### src/rtl/bitops_pkg.sv
// Purpose: Shared constants and types for the bit, shift and flag datapath
// Assumes: 8-bit data, 8-bit status register, 6-bit I/O address space
// Notes:   Operation codes are arbitrary encodings of this block
package bitops_pkg;

    // ========================================================================
    // Widths
    // ========================================================================
    localparam int DATA_W   = 8;
    localparam int REG_AW   = 5;
    localparam int IO_AW    = 6;

    // ========================================================================
    // Status register bit positions
    // ========================================================================
    localparam int FLAG_C   = 0;
    localparam int FLAG_Z   = 1;
    localparam int FLAG_N   = 2;
    localparam int FLAG_V   = 3;
    localparam int FLAG_S   = 4;
    localparam int FLAG_H   = 5;
    localparam int FLAG_T   = 6;
    localparam int FLAG_I   = 7;

    // ========================================================================
    // Reset values and cycle counts
    // ========================================================================
    localparam logic [7:0] STATUS_RESET = 8'h00;
    localparam logic [7:0] DATA_RESET   = 8'h00;
    localparam int         CYC_SINGLE   = 1;
    localparam int         CYC_IO_BIT   = 2;

    // ========================================================================
    // Operations
    // ========================================================================
    typedef enum logic [3:0] {
        OP_NONE,
        OP_ROTATE_LEFT_CARRY,
        OP_ROTATE_RIGHT_CARRY,
        OP_ARITH_SHIFT_RIGHT,
        OP_NIBBLE_SWAP,
        OP_LOGIC_SHIFT_LEFT,
        OP_LOGIC_SHIFT_RIGHT,
        OP_IO_BIT_SET,
        OP_IO_BIT_CLEAR,
        OP_BIT_TO_TRANSFER,
        OP_TRANSFER_TO_BIT,
        OP_FLAG_INDEX_SET,
        OP_FLAG_INDEX_CLEAR
    } op_type;

    typedef enum {
        IO_IDLE,
        IO_WRITE
    } io_state_type;

endpackage : bitops_pkg

### src/rtl/shift_unit.sv
// Purpose: Combinational shift, rotate and swap result with flag outcome
// Assumes: Caller registers the result; op is one of the shift group
// Notes:   Overflow is N xor C after the shift, sign is N xor V
`timescale 1ns/1ns
module shift_unit (
    // Operation and operand
    input  wire bitops_pkg::op_type op,
    input  wire logic [7:0]         operand,
    input  wire logic               carry_in,
    // Result
    output logic [7:0]              result,
    output logic                    carry_out,
    output logic                    zero_out,
    output logic                    neg_out,
    output logic                    ovf_out,
    output logic                    sign_out
);
    import bitops_pkg::*;

    // ========================================================================
    // Result selection
    // ========================================================================
    always_comb begin
        result    = operand;
        carry_out = carry_in;
        case (op)
            OP_ROTATE_LEFT_CARRY: begin
                result    = {operand[6:0], carry_in};
                carry_out = operand[7];
            end
            OP_ROTATE_RIGHT_CARRY: begin
                result    = {carry_in, operand[7:1]};
                carry_out = operand[0];
            end
            OP_ARITH_SHIFT_RIGHT: begin
                result    = {operand[7], operand[7:1]};
                carry_out = operand[0];
            end
            OP_NIBBLE_SWAP: begin
                result    = {operand[3:0], operand[7:4]};
            end
            OP_LOGIC_SHIFT_LEFT: begin
                result    = {operand[6:0], 1'b0};
                carry_out = operand[7];
            end
            OP_LOGIC_SHIFT_RIGHT: begin
                result    = {1'b0, operand[7:1]};
                carry_out = operand[0];
            end
            default: begin
                result    = operand;
                carry_out = carry_in;
            end
        endcase
    end

    // Flags derived from the shifted value
    always_comb begin
        zero_out = (result == 8'h00);
        neg_out  = result[7];
        ovf_out  = result[7] ^ carry_out;
        sign_out = neg_out ^ ovf_out;
    end

endmodule : shift_unit

### src/rtl/bit_shift_flag_ops.sv
// Purpose: Shift, rotate, swap, bit transfer, I/O bit and flag operations
// Assumes: One op request per cycle when ready; operands valid with op_valid
// Notes:   I/O bit ops are read-modify-write over two clocks
//          Requests made while op_ready is low are dropped, not queued
//          Flag index 7 is the interrupt enable; nothing here guards it
// Operation
// - Rotate left through carry, flags, one clock
// - Rotate right through carry, flags, one clock
// - Arithmetic right shift keeps bit seven
// - Swap nibbles, flags unchanged, one clock
// - Logical left shift, zero into bit0
// - Logical right shift, zero into bit7
// - I/O bit set/clear, two clocks
// - Copy register bit into transfer flag
// - Copy transfer flag into register bit
// - Half-carry set and clear, flag index 5
// - Overflow set and clear, flag index 3; the other six flags by their own indices
`timescale 1ns/1ns
module bit_shift_flag_ops (
    // Clock and reset
    input  wire logic               clk,
    input  wire logic               rst_n,
    // Operation request
    input  wire logic               op_valid,
    input  wire bitops_pkg::op_type op,
    input  wire logic [4:0]         reg_addr,
    input  wire logic [7:0]         reg_data,
    input  wire logic [2:0]         bit_index,
    input  wire logic [5:0]         io_addr,
    // I/O space read data for the addressed register
    input  wire logic [7:0]         io_rdata,
    // Working register writeback
    output logic                    reg_we,
    output logic [4:0]              reg_waddr,
    output logic [7:0]              reg_wdata,
    // I/O space access
    output logic                    io_re,
    output logic                    io_we,
    output logic [5:0]              io_waddr,
    output logic [7:0]              io_wdata,
    // Status and handshake
    output logic [7:0]              status_register,
    output logic                    op_ready,
    output logic                    op_done
);
    import bitops_pkg::*;

    // ========================================================================
    // Declarations
    // ========================================================================
    // Registered outputs
    logic [7:0]   status_ff;
    logic         reg_we_ff;
    logic [4:0]   reg_waddr_ff;
    logic [7:0]   reg_wdata_ff;
    logic         io_re_ff;
    logic         io_we_ff;
    logic [5:0]   io_addr_ff;
    logic [7:0]   io_wdata_ff;
    logic         done_ff;
    logic         ready_ff;

    // I/O read-modify-write context, held across the two clocks
    io_state_type io_state_ff;
    logic [2:0]   io_bit_ff;
    logic         io_set_ff;

    // Combinational results of the shift unit
    logic [7:0]   sh_result;
    logic         sh_carry;
    logic         sh_zero;
    logic         sh_neg;
    logic         sh_ovf;
    logic         sh_sign;

    // Request decode
    logic         accept;
    logic         is_shift;

    // One-hot mask of a bit index
    function automatic logic [7:0] bit_mask(input logic [2:0] idx);
        bit_mask = 8'h01 << idx;
    endfunction : bit_mask

    // Byte with one bit forced to the given level, all others kept
    function automatic logic [7:0] bit_write(input logic [7:0] value,
                                             input logic [2:0] idx,
                                             input logic       level);
        bit_write = level ? (value | bit_mask(idx)) : (value & ~bit_mask(idx));
    endfunction : bit_write

    // The two I/O bit operations share the read-modify-write path
    function automatic logic io_bit_op(input op_type code);
        io_bit_op = (code == OP_IO_BIT_SET) || (code == OP_IO_BIT_CLEAR);
    endfunction : io_bit_op

    // ========================================================================
    // Shift datapath
    // ========================================================================
    // The unit sees the operand and the live carry every clock; its outputs
    // only matter in a clock that accepts a shift-group or swap request
    shift_unit u_shift (
        .op        (op),
        .operand   (reg_data),
        .carry_in  (status_ff[FLAG_C]),
        .result    (sh_result),
        .carry_out (sh_carry),
        .zero_out  (sh_zero),
        .neg_out   (sh_neg),
        .ovf_out   (sh_ovf),
        .sign_out  (sh_sign)
    );

    // ========================================================================
    // Request decode
    // ========================================================================
    // Requests are refused while the I/O write cycle is in progress
    assign accept   = op_valid && (io_state_ff == IO_IDLE);
    assign is_shift = (op == OP_ROTATE_LEFT_CARRY) || (op == OP_ROTATE_RIGHT_CARRY) ||
                      (op == OP_ARITH_SHIFT_RIGHT) || (op == OP_LOGIC_SHIFT_LEFT) ||
                      (op == OP_LOGIC_SHIFT_RIGHT);

    // ========================================================================
    // Status register
    // ========================================================================
    // Swap, I/O bit ops and the bit load leave every flag alone
    // Layout from bit 0 upward: C, Z, N, V, S, H, T, I
    // One request per clock, so no two branches compete for a flag
    always_ff @(posedge clk or negedge rst_n) begin
        if (!rst_n) begin
            status_ff <= STATUS_RESET;
        end else if (accept) begin
            case (op)
                OP_ROTATE_LEFT_CARRY, OP_ROTATE_RIGHT_CARRY, OP_ARITH_SHIFT_RIGHT,
                OP_LOGIC_SHIFT_LEFT, OP_LOGIC_SHIFT_RIGHT: begin
                    // H, T and I hold; V is N xor C, S is N xor V
                    status_ff[FLAG_C] <= sh_carry;
                    status_ff[FLAG_Z] <= sh_zero;
                    status_ff[FLAG_N] <= sh_neg;
                    status_ff[FLAG_V] <= sh_ovf;
                    status_ff[FLAG_S] <= sh_sign;
                end
                OP_BIT_TO_TRANSFER: begin
                    // Only T moves; the source register is not written back
                    status_ff[FLAG_T] <= reg_data[bit_index];
                end
                OP_FLAG_INDEX_SET: begin
                    // Half-carry and overflow set are the index 5 and 3 forms
                    // Index 0 to 7 maps straight onto the layout above
                    status_ff <= status_ff | bit_mask(bit_index);
                end
                OP_FLAG_INDEX_CLEAR: begin
                    status_ff <= status_ff & ~bit_mask(bit_index);
                end
                default: begin
                    // Swap, bit load, I/O ops and the no-op keep every flag
                    status_ff <= status_ff;
                end
            endcase
        end
    end

    // ========================================================================
    // Working register writeback
    // ========================================================================
    // The operand arrives as data, so the register file read stays outside;
    // this block only returns the new value and where it belongs
    always_ff @(posedge clk or negedge rst_n) begin
        if (!rst_n) begin
            reg_we_ff    <= 1'b0;
            reg_waddr_ff <= 5'h00;
            reg_wdata_ff <= DATA_RESET;
        end else begin
            reg_we_ff <= 1'b0;
            // Shift group and swap return the unit's result
            if (accept && (is_shift || op == OP_NIBBLE_SWAP)) begin
                reg_we_ff    <= 1'b1;
                reg_waddr_ff <= reg_addr;
                reg_wdata_ff <= sh_result;
            end else if (accept && op == OP_TRANSFER_TO_BIT) begin
                reg_we_ff    <= 1'b1;
                reg_waddr_ff <= reg_addr;
                reg_wdata_ff <= bit_write(reg_data, bit_index, status_ff[FLAG_T]);
            end
        end
    end

    // ========================================================================
    // I/O bit set and clear: read in the first clock, write in the second
    // ========================================================================
    // The read strobe goes out registered; io_rdata is taken in IO_WRITE
    // Clock after the request: address and read strobe out, byte comes back
    // Next edge: byte sampled, modified and sent with the write strobe
    // Nothing is taken in between, so the byte cannot go stale here
    always_ff @(posedge clk or negedge rst_n) begin
        if (!rst_n) begin
            io_state_ff <= IO_IDLE;
            io_re_ff    <= 1'b0;
            io_we_ff    <= 1'b0;
            io_addr_ff  <= 6'h00;
            io_wdata_ff <= DATA_RESET;
            io_bit_ff   <= 3'h0;
            io_set_ff   <= 1'b0;
        end else begin
            io_re_ff <= 1'b0;
            io_we_ff <= 1'b0;
            case (io_state_ff)
                IO_IDLE: begin
                    if (accept && io_bit_op(op)) begin
                        io_state_ff <= IO_WRITE;
                        io_re_ff    <= 1'b1;
                        io_addr_ff  <= io_addr;
                        io_bit_ff   <= bit_index;
                        io_set_ff   <= (op == OP_IO_BIT_SET);
                    end
                end
                IO_WRITE: begin
                    io_state_ff <= IO_IDLE;
                    io_we_ff    <= 1'b1;
                    io_wdata_ff <= bit_write(io_rdata, io_bit_ff, io_set_ff);
                end
                default: begin
                    io_state_ff <= IO_IDLE;
                end
            endcase
        end
    end

    // ========================================================================
    // Completion pulse
    // ========================================================================
    always_ff @(posedge clk or negedge rst_n) begin
        if (!rst_n) begin
            done_ff <= 1'b0;
        end else if (io_state_ff == IO_WRITE) begin
            done_ff <= 1'b1;
        end else if (accept && !io_bit_op(op) && op != OP_NONE) begin
            // The no-op is taken but raises no pulse, so idling with valid high is harmless
            done_ff <= 1'b1;
        end else begin
            done_ff <= 1'b0;
        end
    end

    // ========================================================================
    // Request acceptance
    // ========================================================================
    // A flop of its own so op_ready leaves straight from a register; it is low
    // for exactly the clock in which the I/O write is pending
    always_ff @(posedge clk or negedge rst_n) begin
        if (!rst_n) begin
            ready_ff <= 1'b1;
        end else if (io_state_ff == IO_WRITE) begin
            ready_ff <= 1'b1;
        end else if (accept && io_bit_op(op)) begin
            ready_ff <= 1'b0;
        end
    end

    // Outputs straight from flip-flops
    assign status_register = status_ff;
    assign reg_we          = reg_we_ff;
    assign reg_waddr       = reg_waddr_ff;
    assign reg_wdata       = reg_wdata_ff;
    assign io_re           = io_re_ff;
    assign io_we           = io_we_ff;
    assign io_waddr        = io_addr_ff;
    assign io_wdata        = io_wdata_ff;
    assign op_done         = done_ff;
    assign op_ready        = ready_ff;

endmodule : bit_shift_flag_ops

### config.mk
export PLATFORM = sky130hd
export DESIGN_NAME = bit_shift_flag_ops
export DESIGN_NICKNAME = d
export VERILOG_FILES = /design/src/rtl/bitops_pkg.sv /design/src/rtl/shift_unit.sv /design/src/rtl/bit_shift_flag_ops.sv
export SDC_FILE = /design/constraint.sdc
export NUM_CORES = 1
export LEC_CHECK = 0
export BUFFER_PORTS_ARGS = -buffer_cell sky130_fd_sc_hd__buf_2
export CORE_MARGIN = 10
export CORE_UTILIZATION = 45
export CTS_CLUSTER_DIAMETER = 120
export DETAILED_ROUTE_END_ITERATION = 16
export PLACE_DENSITY = 0.8
export SETUP_SLACK_MARGIN = 0.5
export SLEW_MARGIN = 10
export SYNTH_ARGS = -nofsm -noshare
export SYNTH_HDL_FRONTEND = slang
export SYNTH_SLANG_ARGS = --single-unit
export TNS_END_PERCENT = 1
### constraint.sdc
create_clock -name clk -period 4.72 [get_ports clk]
set_clock_uncertainty 0.1 [all_clocks]
set_input_delay 0.944 -clock clk [delete_from_list [all_inputs] [get_ports clk]]
set_output_delay 0.944 -clock clk [all_outputs]
set_load 0.005 [all_outputs]
== After elaboration in Yosys (flattened, before gate mapping) ==
Index checks and enable logic that the tools add are counted.

* Flip-flop bits (word level): 76
* Input bits: 37
* Output and inout bits: 40
* Logic and storage cells: 97

* Order comparisons: 1
* Equality and inequality tests: 15
* Shift operators: 2
* Multiplexer cells: 25
* Bitwise gates (word level): 10
* Reductions and logical operators: 29

{| class="wikitable"
|+ Operator list
! operator !! count
|-
| 32-bit zero test || 2
|-
| 32-bit two-way mux || 2
|-
| 8-bit case mux with 6 select lines || 1
|-
| 32-bit by 1-bit == test with 1-bit output, second input constant || 1
|-
| 32-bit by 2-bit == test with 1-bit output, second input constant || 1
|-
| 8-bit two-way mux || 4
|-
| 8-bit bitwise AND || 3
|-
| 8-bit bitwise OR || 3
|-
| 4-bit == test, second input constant || 5
|-
| 4-bit by 3-bit == test with 1-bit output, second input constant || 4
|-
| 8-bit NOT || 2
|-
| 1-bit by 3-bit << shifter with 8-bit output, first input constant || 2
|-
| 5-bit case mux with 3 select lines || 1
|-
| 1-bit two-way mux || 10
|-
| 5-bit two-way mux || 2
|-
| 4-bit by 2-bit == test with 1-bit output, second input constant || 2
|-
| 8-bit zero test || 1
|-
| 2-bit AND reduction || 4
|-
| 1-bit logical AND || 6
|-
| 1-bit logical OR || 6
|-
| 1-bit case mux with 2 select lines || 3
|-
| 2-bit nonzero test || 3
|-
| 3-bit nonzero test || 2
|-
| 5-bit OR reduction || 1
|-
| 10 further kinds || 11
|}

== Logic depth before layout (Yosys ltp) ==
Gate-level depths: netlist (run 1).

* Depth after elaboration: 8
* Depth in mapped cells: 8
* Mapped depth without buffers: 6

== By module ==
From an unflattened synthesis (run 1), not the netlist that was laid out.

* Cell total of the unflattened synthesis: 294
* Area, all modules: 2841.5 µm²

{| class="wikitable"
|+ Modules (own cells, without submodules)
! module !! times used !! cells an instance !! area each (µm²) !! sequential area each (µm²)
|-
| bit_shift_flag_ops || 1 || 219 || 2364.8 || 1127.3
|-
| shift_unit || 1 || 75 || 476.7 || 0.0
|}

== Worst setup path before layout (run 1) ==
OpenSTA, ideal clock, no wires.

* Path kind: input to register
* Start point: input port op[1]
* End point: register reg_wdata_ff[4] (netlist: reg_wdata[4])
* Library setup time: 0.126 ns
* Data arrival time: 2.248 ns
* Required time: 4.494 ns
* Setup slack: 2.247 ns
* Stages: 6
* Buffers on the path: 2
* Cells stage by stage: buf_2 a31o_2 nor3_1 nor2b_1 buf_2 a221o_1

* Cells in the longest elaborated chain, start to end: 8
* Elaborated cells on any way between the ends: 17
* Those cells by class: eq/ne: 7; mux: 2; reduce/logical: 8

{| class="wikitable"
|+ RTL lines
! element !! RTL line !! text
|-
| start, declared || bit_shift_flag_ops.sv:25 || <nowiki>input wire bitops_pkg::op_type op,</nowiki>
|-
| 4-bit by 1-bit == test with 1-bit output or 4-bit by 2-bit == test with 1-bit output (tied branches) || shift_unit.sv:26, bit_shift_flag_ops.sv:119 ||
|-
| 1-bit logical OR (2 in series) || bit_shift_flag_ops.sv:119 || <nowiki>assign is_shift = (op == OP_ROTATE_LEFT_CARRY) || (op == OP_ROTATE_RIGHT_CARRY) ||</nowiki>
|-
| 1-bit logical OR (2 in series) || bit_shift_flag_ops.sv:120 || <nowiki>(op == OP_ARITH_SHIFT_RIGHT) || (op == OP_LOGIC_SHIFT_LEFT) ||</nowiki>
|-
| 1-bit logical OR || bit_shift_flag_ops.sv:176 || <nowiki>if (accept && (is_shift || op == OP_NIBBLE_SWAP)) begin</nowiki>
|-
| 1-bit logical AND || bit_shift_flag_ops.sv:176 ||
|-
| 8-bit two-way mux or 2-bit nonzero test (tied branches) || - ||
|-
| end signal, assigned || bit_shift_flag_ops.sv:179 || <nowiki>reg_wdata_ff <= sh_result;</nowiki>
|-
| end signal, assigned || bit_shift_flag_ops.sv:183 || <nowiki>reg_wdata_ff <= bit_write(reg_data, bit_index, status_ff[FLAG_T]);</nowiki>
|-
| end, declared || bit_shift_flag_ops.sv:55 || <nowiki>logic [7:0] reg_wdata_ff;</nowiki>
|}

Several ways; a longest one is shown, not always the timed one.
A chain may end at the register's enable or synchronous reset.

== Final worst setup path (run 1) ==
* Start point: input port op[1]
* End point: register io_bit_ff[2]

* Cells in the longest elaborated chain, start to end: 4
* Elaborated cells on any way between the ends: 5
* Those cells by class: eq/ne: 2; reduce/logical: 3

{| class="wikitable"
|+ RTL lines
! element !! RTL line !! text
|-
| 4-bit by 3-bit == test with 1-bit output or 4-bit == test (tied branches) || bit_shift_flag_ops.sv:94 || <nowiki>io_bit_op = (code == OP_IO_BIT_SET) || (code == OP_IO_BIT_CLEAR);</nowiki>
|-
| 1-bit logical OR (*) || bit_shift_flag_ops.sv:94 ||
|-
| 1-bit logical AND (*) || bit_shift_flag_ops.sv:209 || <nowiki>if (accept && io_bit_op(op)) begin</nowiki>
|-
| 2-bit AND reduction (no source line) (*) || - ||
|-
| end signal, assigned || bit_shift_flag_ops.sv:213 || <nowiki>io_bit_ff <= bit_index;</nowiki>
|-
| end, declared || bit_shift_flag_ops.sv:65 || <nowiki>logic [2:0] io_bit_ff;</nowiki>
|}

Every way passes the cells marked *; elsewhere a longest branch is shown, timed or not.

==> reports/results.tsv, run 1 <==
stage	metric	value	unit
synth	Post-synth EDFFs	0	
placed_design	placer congestion estimate	0.9531	
sta	final setup vio count	0	
route	via density per instance	5.879	
layout	most frequent cells in the layout	buf_2, dfrtp_1, nand2_1	
power_and_ir_drop	Net Sw Frac	31.46	%
global_route	initial antenna violation count	0	
floorplan	Core ar.	6277	um^2
global_route	M3 GR Usage	3.846	%
hold_path	Hold Path Class	flop to flop	
synth	post-synthesis sequential area ratio	39.16	%
sta	Worst-Margin Slew	0.9912	ns
synth	Syn Area/Cell	8.969	um^2
synth	ys flop type	dfrtp_1	
power_and_ir_drop	total power	0.001104	W
global_route	largest net degree at the start of global routing	46	
clock_network	Hold-fix buffers, CTS	0	
global_route	grt ovf	0	
route	DRC viols	0	
power_and_ir_drop	Pint	0.0007564	W
synth	Mapped Nets	358	
route	average wire per standard cell	17.48	um
sta	setup TNS	0	ns
sta	final hold slack	0.3717	ns
floorplan	Die Y	99.99	um
sta	max-slew violations	0	
clock_network	total CTS buffers	5	
route	Final ANT Viol Nets	0	
sta	RSZ-0062 raised after global routing	no	
power_and_ir_drop	logic gate share of total power	29.4	%
setup_path	critical path arrival	2.95	ns
global_route	first-pass GRT wire length	13150	um
power_and_ir_drop	Leakage	1.567	nW
placed_design	Post-DP HPWL	5927	um
route	initial detailed-routing violation count	279	
setup_path	crit path max fanout	37	
power_and_ir_drop	clock power share	23.1	%
power_and_ir_drop	Switch Pwr	0.0003471	W
setup_path	crit end category	flop	
global_route	vias in the first global route	2678	
global_route	gr busiest metal	met2	
clock_network	Clock Tree Root	clkbuf_8	
sta	final cycle utilization of the critical path	60.78	%
placed_design	PortBufs	76	
layout	final net count	415	
layout	Diodes inserted	0	
route	1st-pass router iterations	5	
sta	Highest Clock Rate	0.3486	GHz
clock_network	TritonCTS clock tree	built	
floorplan	die area	9997	um^2
clock_network	CTS max path bufs	2	
clock_network	Clock Latency Late Sink	0.29	ns
synth	Synth cell types	64	
floorplan	initial core utilization	45.86	%
power_and_ir_drop	Flop pwr share	47.5	%
layout	layout cell share with drive strength beyond 1	28.23	%
setup_path	critical path required time	4.80	ns
route	vias	2681	
synth	Post-synth ARST share	100.0	%
floorplan	die width	99.99	um
setup_path	crit start category	primary input	
floorplan	Site Rows	29	
clock_network	H-tree levels	2	
clock_network	post_cts resized	0	
synth	Seq cells post-synth	45	
global_route	GR Util met2	25.44	%
synth	Mapped Area	2879	um^2
run	Max Cap Viol	0	
clock_network	clock tree sinks	45	
clock_network	clock-pin slew on the worst setup and hold paths	0.08	ns
setup_path	Worst Setup Path Type	primary input to flop	
layout	most common cell after layout, fill and taps aside	buf_2	
synth	Mapped Cells	321	
floorplan	Top Ports	77	
global_route	Total GRT Usage	15.87	%
sta	Tmin final	2.869	ns
synth	Ys Warns	0	
sta	relative slew slack	33.92	%
layout	final non-filler cell total	456	
sta	Final Hold Viols	0	
layout	Area Overhead vs Synth	15.60	%
route	Routed Wire Length	7971	um
clock_network	Post-CTS Setup Bufs	0	
global_route	met1 GRT Util	19.58	%
power_and_ir_drop	Worst VDD drop	0.1566	mV
power_and_ir_drop	pwr/cell area	331.6	nW/um^2
status	run status	complete, no violations	
placed_design	Placed Cells	448	
-- Yosys cell counts, drive strengths merged, types with 4 or more instances --
library cell / n / area [um^2]
clkbuf: 14 / 52.55
a22oi: 5 / 37.54
o21ai: 17 / 85.08
nor3: 4 / 25.02
inv: 6 / 22.52
and2: 5 / 31.28
nor2: 27 / 101.4
a21oi: 30 / 150.1
nand3: 6 / 30.03
mux2: 10 / 112.6
dfrtp: 44 / 1101
nand2: 36 / 135.1
nand2b: 5 / 31.28
nor2b: 8 / 50.05
nand3b: 13 / 97.59
nor3b: 5 / 42.54
a211oi: 4 / 35.03
mux2i: 15 / 150.1
buf: 13 / 83.83
-- final cells by class --
type                            count  area (um^2)
Clock buffer                        7        96.34
Clock inverter                      1        5.005
Fill cell                         611         2949
Inverter                            6        22.52
Multi-Input combinational cell    243         1593
Sequential cell                    45         1127
Tap cell                           77        96.34
Timing Repair Buffer               77        387.9
-- layer usage --
metal	routed length, um	vias up
met2	3900	124
met4	186	0
met3	619	12
li1	-	1273
met1	3264	1272
met5	0	-
-- through the flow --
stage / setup slack, ns / area (um^2) / util [%]
after CTS: 1.865 / 3328 / 53.02
after global routing: 1.717 / 3328 / 53.02
after detailed placement: 1.540 / 3227 / 51.41
final: 1.851 / 3328 / 53.02
after global placement: 1.656 / 3227 / 51.41
after floorplan: 2.247 / 2879 / -
-- final timing paths --
check	startpoint	endpoint	slack, ns	depth (start not counted)
worst max-delay path	op[1]	io_bit_ff[2]$_DFFE_PN0P_	1.85	5
worst min-delay path	reg_waddr[1]$_DFFE_PN0P_	reg_waddr[1]$_DFFE_PN0P_	0.37	2
worst max register to register	io_state_ff[0]$_DFFE_PN0P_	reg_wdata[4]$_DFFE_PN0P_	2.06	4
worst min register to register	reg_waddr[1]$_DFFE_PN0P_	reg_waddr[1]$_DFFE_PN0P_	0.37	2
max in group asynchronous	rst_n	status_register[6]$_DFFE_PN0P_	3.19	1
min in group asynchronous	rst_n	status_register[4]$_DFFE_PN0P_	0.71	1
-- critical path, cell delays in order --
cell     delay (ns)
buf_2          0.47
nor2_1         0.21
and2_1         0.19
o21ai_1        0.70
mux2_2         0.42
-- kinds of logic (layout without fill, tap and decap cells) --
family,after synthesis,after routing,synth area share [%]
DFF,45,45,39.16
muxes,27,27,10.69
buffers and inverters,33,91,5.519
xor gates and xnor gates,2,2,0.6085
AOI/OAI and AO/OA,90,90,20.73
and+or+nand+nor,124,124,23.29
-- power groups by stage --
| stage | Combinational, W | Sequential, W | Clock [W] |
|---|---|---|---|
| 2_1_floorplan | 0.000202 | 0.000518 | 0 |
| 3_3_place_gp | 0.000322 | 0.000529 | 0 |
| 3_5_place_dp | 0.000329 | 0.000532 | 0 |
| 4_1_cts | 0.000330 | 0.000524 | 0.000264 |
| 5_1_grt | 0.000366 | 0.000537 | 0.000279 |
| 6_report | 0.000324 | 0.000524 | 0.000255 |
-- sequential cells by signal, indices dropped and copies added (netlist names), named ones only --
signal	count
status_register	6
op_ready	1
io_bit_ff	3
io_state_ff	1
io_waddr	6
reg_wdata	8
reg_we	1
reg_waddr	5
io_set_ff	1
io_wdata	8
io_we	1
op_done	1
io_re	1
(Power assumes the default switching activity.)
==> run 2, diff against run 1 <==
--- a/config.mk
+++ b/config.mk
@@ -5,12 +5,13 @@
 export SDC_FILE = /design/constraint.sdc
 export NUM_CORES = 1
 export LEC_CHECK = 0
+export ABC_AREA = 1
 export BUFFER_PORTS_ARGS = -buffer_cell sky130_fd_sc_hd__buf_2
 export CORE_MARGIN = 10
 export CORE_UTILIZATION = 45
 export CTS_CLUSTER_DIAMETER = 120
 export DETAILED_ROUTE_END_ITERATION = 16
-export PLACE_DENSITY = 0.8
+export PLACE_DENSITY = 0.84
 export SETUP_SLACK_MARGIN = 0.5
 export SLEW_MARGIN = 10
 export SYNTH_ARGS = -nofsm -noshare
==> constraint.sdc (replaced) <==
create_clock -name clk -period 2.45 [get_ports clk]
set_clock_uncertainty 0.1 [all_clocks]
set_input_delay 0.49 -clock clk [delete_from_list [all_inputs] [get_ports clk]]
set_output_delay 0.49 -clock clk [all_outputs]
set_load 0.005 [all_outputs]
==> run 2 against run 1 <==
Against the previous run: combinational power up 97%; critical path type is now flop to flop; design area down 2.1%; register-to-register slack worse by 1.5 ns; critical path depth rose by 3; largest power group unchanged.
==> reports/results.tsv, run 2 <==
stage	metric	value	unit	change
status	run status	complete, no violations		unchanged
route	via density per instance	5.319		was 5.879
hold_path	Hold Path Class	primary input to asynchronous set/reset pin		was flop to flop
floorplan	Site Rows	27		was 29
placed_design	PortBufs	76		unchanged
clock_network	Post-CTS Setup Bufs	0		unchanged
route	average wire per standard cell	14.67	um	was 17.48 um
sta	Final Hold Viols	0		unchanged
floorplan	Die Y	96.87	um	was 99.99 um
power_and_ir_drop	logic gate share of total power	28.6	%	was 29.4%
synth	Post-synth ARST share	100.0	%	unchanged
floorplan	die width	96.87	um	was 99.99 um
sta	final setup vio count	0		unchanged
route	vias	2771		was 2681
placed_design	placer congestion estimate	1.035		was 0.9531
run	Max Cap Viol	0		unchanged
route	Routed Wire Length	7645	um	was 7971 um
sta	RSZ-0062 raised after global routing	yes		was no
synth	Post-synth EDFFs	0		unchanged
route	initial detailed-routing violation count	253		was 279
clock_network	Clock Tree Root	clkbuf_8		unchanged
setup_path	crit start category	flop		was primary input
synth	Synth area leader	dfrtp_1		unchanged
layout	Diodes inserted	0		unchanged
global_route	vias in the first global route	2562		was 2678
setup_path	crit path max fanout	13		was 37
synth	most frequent cells after synthesis	nand2_1, dfrtp_1, nand3_1		was dfrtp_1, nand2_1, a21oi_1
layout	most frequent cells in the layout	nand2_1, buf_2, dfrtp_1		was buf_2, dfrtp_1, nand2_1
clock_network	TritonCTS clock tree	built		unchanged
clock_network	clock tree sinks	45		unchanged
synth	Synth cell types	31		was 64
power_and_ir_drop	pwr/cell area	684.3	nW/um^2	was 331.6 nW/um^2
route	1st-pass router iterations	4		was 5
power_and_ir_drop	Leakage	1.719	nW	was 1.567 nW
synth	Syn Area/Cell	7.205	um^2	was 8.969 um^2
route	DRC viols	0		unchanged
layout	layout cell share with drive strength beyond 1	26.06	%	was 28.23%
floorplan	Core ar.	5608	um^2	was 6277 um^2
synth	top-count cell post-synth	nand2_1		was dfrtp_1
synth	ys flop type	dfrtp_1		unchanged
synth	Mapped Area	2659	um^2	was 2879 um^2
synth	Mapped Cells	369		was 321
global_route	first-pass GRT wire length	12470	um	was 13150 um
floorplan	initial core utilization	47.41	%	was 45.86%
synth	Mapped Nets	406		was 358
power_and_ir_drop	Worst VDD drop	0.4095	mV	was 0.1566 mV
sta	relative slew slack	63.35	%	was 33.92%
power_and_ir_drop	Flop pwr share	45.5	%	was 47.5%
layout	final net count	485		was 415
global_route	Total GRT Usage	15.46	%	was 15.87%
setup_path	critical path required time	2.53	ns	was 4.80 ns
route	Final ANT Viol Nets	0		unchanged
clock_network	total CTS buffers	5		unchanged
global_route	largest net degree at the start of global routing	46		unchanged
sta	final hold slack	0.1699	ns	was 0.3717 ns
synth	post-synthesis sequential area ratio	42.40	%	was 39.16%
synth	Seq cells post-synth	45		unchanged
setup_path	critical path arrival	1.92	ns	was 2.95 ns
placed_design	Post-DP HPWL	5983	um	was 5927 um
floorplan	Top Ports	77		unchanged
sta	Highest Clock Rate	0.5428	GHz	
clock_network	H-tree levels	2		unchanged
setup_path	crit end category	flop		unchanged
clock_network	CTS max path bufs	2		unchanged
layout	most common cell after layout, fill and taps aside	nand2_1		was buf_2
synth	top-area cell type share of the netlist area	41.41	%	was 38.24%
sta	Worst-Margin Slew	0.5498	ns	was 0.9912 ns
layout	Area Overhead vs Synth	22.59	%	was 15.60%
floorplan	die area	9383	um^2	was 9997 um^2
power_and_ir_drop	total power	0.002230	W	was 0.001104 W
sta	setup TNS	0	ns	unchanged
sta	max-slew violations	0		unchanged
global_route	initial antenna violation count	0		unchanged
clock_network	clock-pin slew on the worst setup and hold paths	0.08	ns	about the same
power_and_ir_drop	Pint	0.001512	W	was 0.0007564 W
setup_path	Worst Setup Path Type	flop to flop		was primary input to flop
power_and_ir_drop	clock power share	25.9	%	was 23.1%
sta	final cycle utilization of the critical path	75.19	%	
power_and_ir_drop	Switch Pwr	0.0007180	W	was 0.0003471 W
sta	Tmin final	1.842	ns	
synth	Ys Warns	0		unchanged
global_route	grt ovf	0		unchanged
synth	Synth area leaders	dfrtp_1, nand2_1, nand3_1		was dfrtp_1, a21oi_1, mux2i_1
power_and_ir_drop	Net Sw Frac	32.19	%	was 31.46%
clock_network	Clock Latency Late Sink	0.30	ns	was 0.29 ns
==> run 2: power by group through the flow <==
stage,Combinational (W),Clock [W],Sequential [W]
floorplan,0.000333,0,0.00103
global placement,0.000630,0,0.00102
detailed placement,0.000642,0,0.00103
CTS,0.000644,0.000585,0.00101
global route,0.000720,0.000624,0.00104
finish,0.000637,0.000578,0.00102
==> run 2: worst paths after layout <==
| check | from | endpoint | slack (ns) | cells past startpoint |
|---|---|---|---|---|
| min | rst_n | io_waddr[2]$_DFFE_PN0P_ | 0.17 | 2 |
| max | io_state_ff[0]$_DFFE_PN0P_ | reg_wdata[7]$_DFFE_PN0P_ | 0.61 | 8 |
| max in group asynchronous | rst_n | io_state_ff[0]$_DFFE_PN0P_ | 1.68 | 2 |
| min in group clk | io_addr[2] | io_waddr[2]$_DFFE_PN0P_ | 0.30 | 3 |
| max reg2reg | io_state_ff[0]$_DFFE_PN0P_ | reg_wdata[7]$_DFFE_PN0P_ | 0.61 | 8 |
| min reg2reg | io_waddr[0]$_DFFE_PN0P_ | io_waddr[0]$_DFFE_PN0P_ | 0.37 | 2 |
==> run 2: kinds of logic (layout without fill, tap and decap cells) <==
family          after synthesis  after routing  share of synthesized area [%]
buf+inv                      42            122                          6.635
mux                           7              7                          2.964
flops                        45             45                          42.40
simple gates                215            215                          34.21
compound gates               60             60                          13.79
==> run 2: area by class of cell <==
| class | instances | area (um^2) |
|---|---|---|
| well taps | 72 | 90.09 |
| repair buffers | 82 | 425.4 |
| fillers | 531 | 2349 |
| inverters | 32 | 120.1 |
| clock buffers | 6 | 82.58 |
| multi-input cells | 282 | 1375 |
| flip-flops and latches | 45 | 1129 |
| clock inverters | 2 | 37.54 |
==> run 2: per-layer routing <==
metal  share of wire (%)  global-route usage (%)
met5                   0                       0
met4                 2.7                   5.411
met3                 6.9                   3.478
met2                  45                   24.39
met1                  46                   20.20
==> run 2: what timing repair did <==
item                       4_1_cts  5_1_grt
gates resized for setup          0        5
gates cloned                     0        0
setup endpoints to repair        7       14
hold buffers                     0        0
==> run 2: metrics by stage <==
| stage | std cells | util (%) | setup slack, ns | instance area, um^2 |
|---|---|---|---|---|
| 2_1_floorplan | 369 | - | 0.6392 | 2659 |
| 3_3_place_gp | 513 | 55.60 | 0.3350 | 3118 |
| 3_5_place_dp | 513 | 55.60 | 0.3111 | 3118 |
| 4_1_cts | 521 | 57.74 | 0.4738 | 3238 |
| 5_1_grt | 521 | 58.12 | 0.4529 | 3259 |
| 6_report | 521 | 58.12 | 0.6078 | 3259 |
==> run 2: critical path, stage by stage (launching register included) <==
cell      delay, ns
dfrtp_2        0.47
nor2_4         0.18
inv_2          0.11
nor2_4         0.16
inv_2          0.10
buf_4          0.19
o211ai_1       0.09
o21ai_1        0.08
mux2_2         0.26
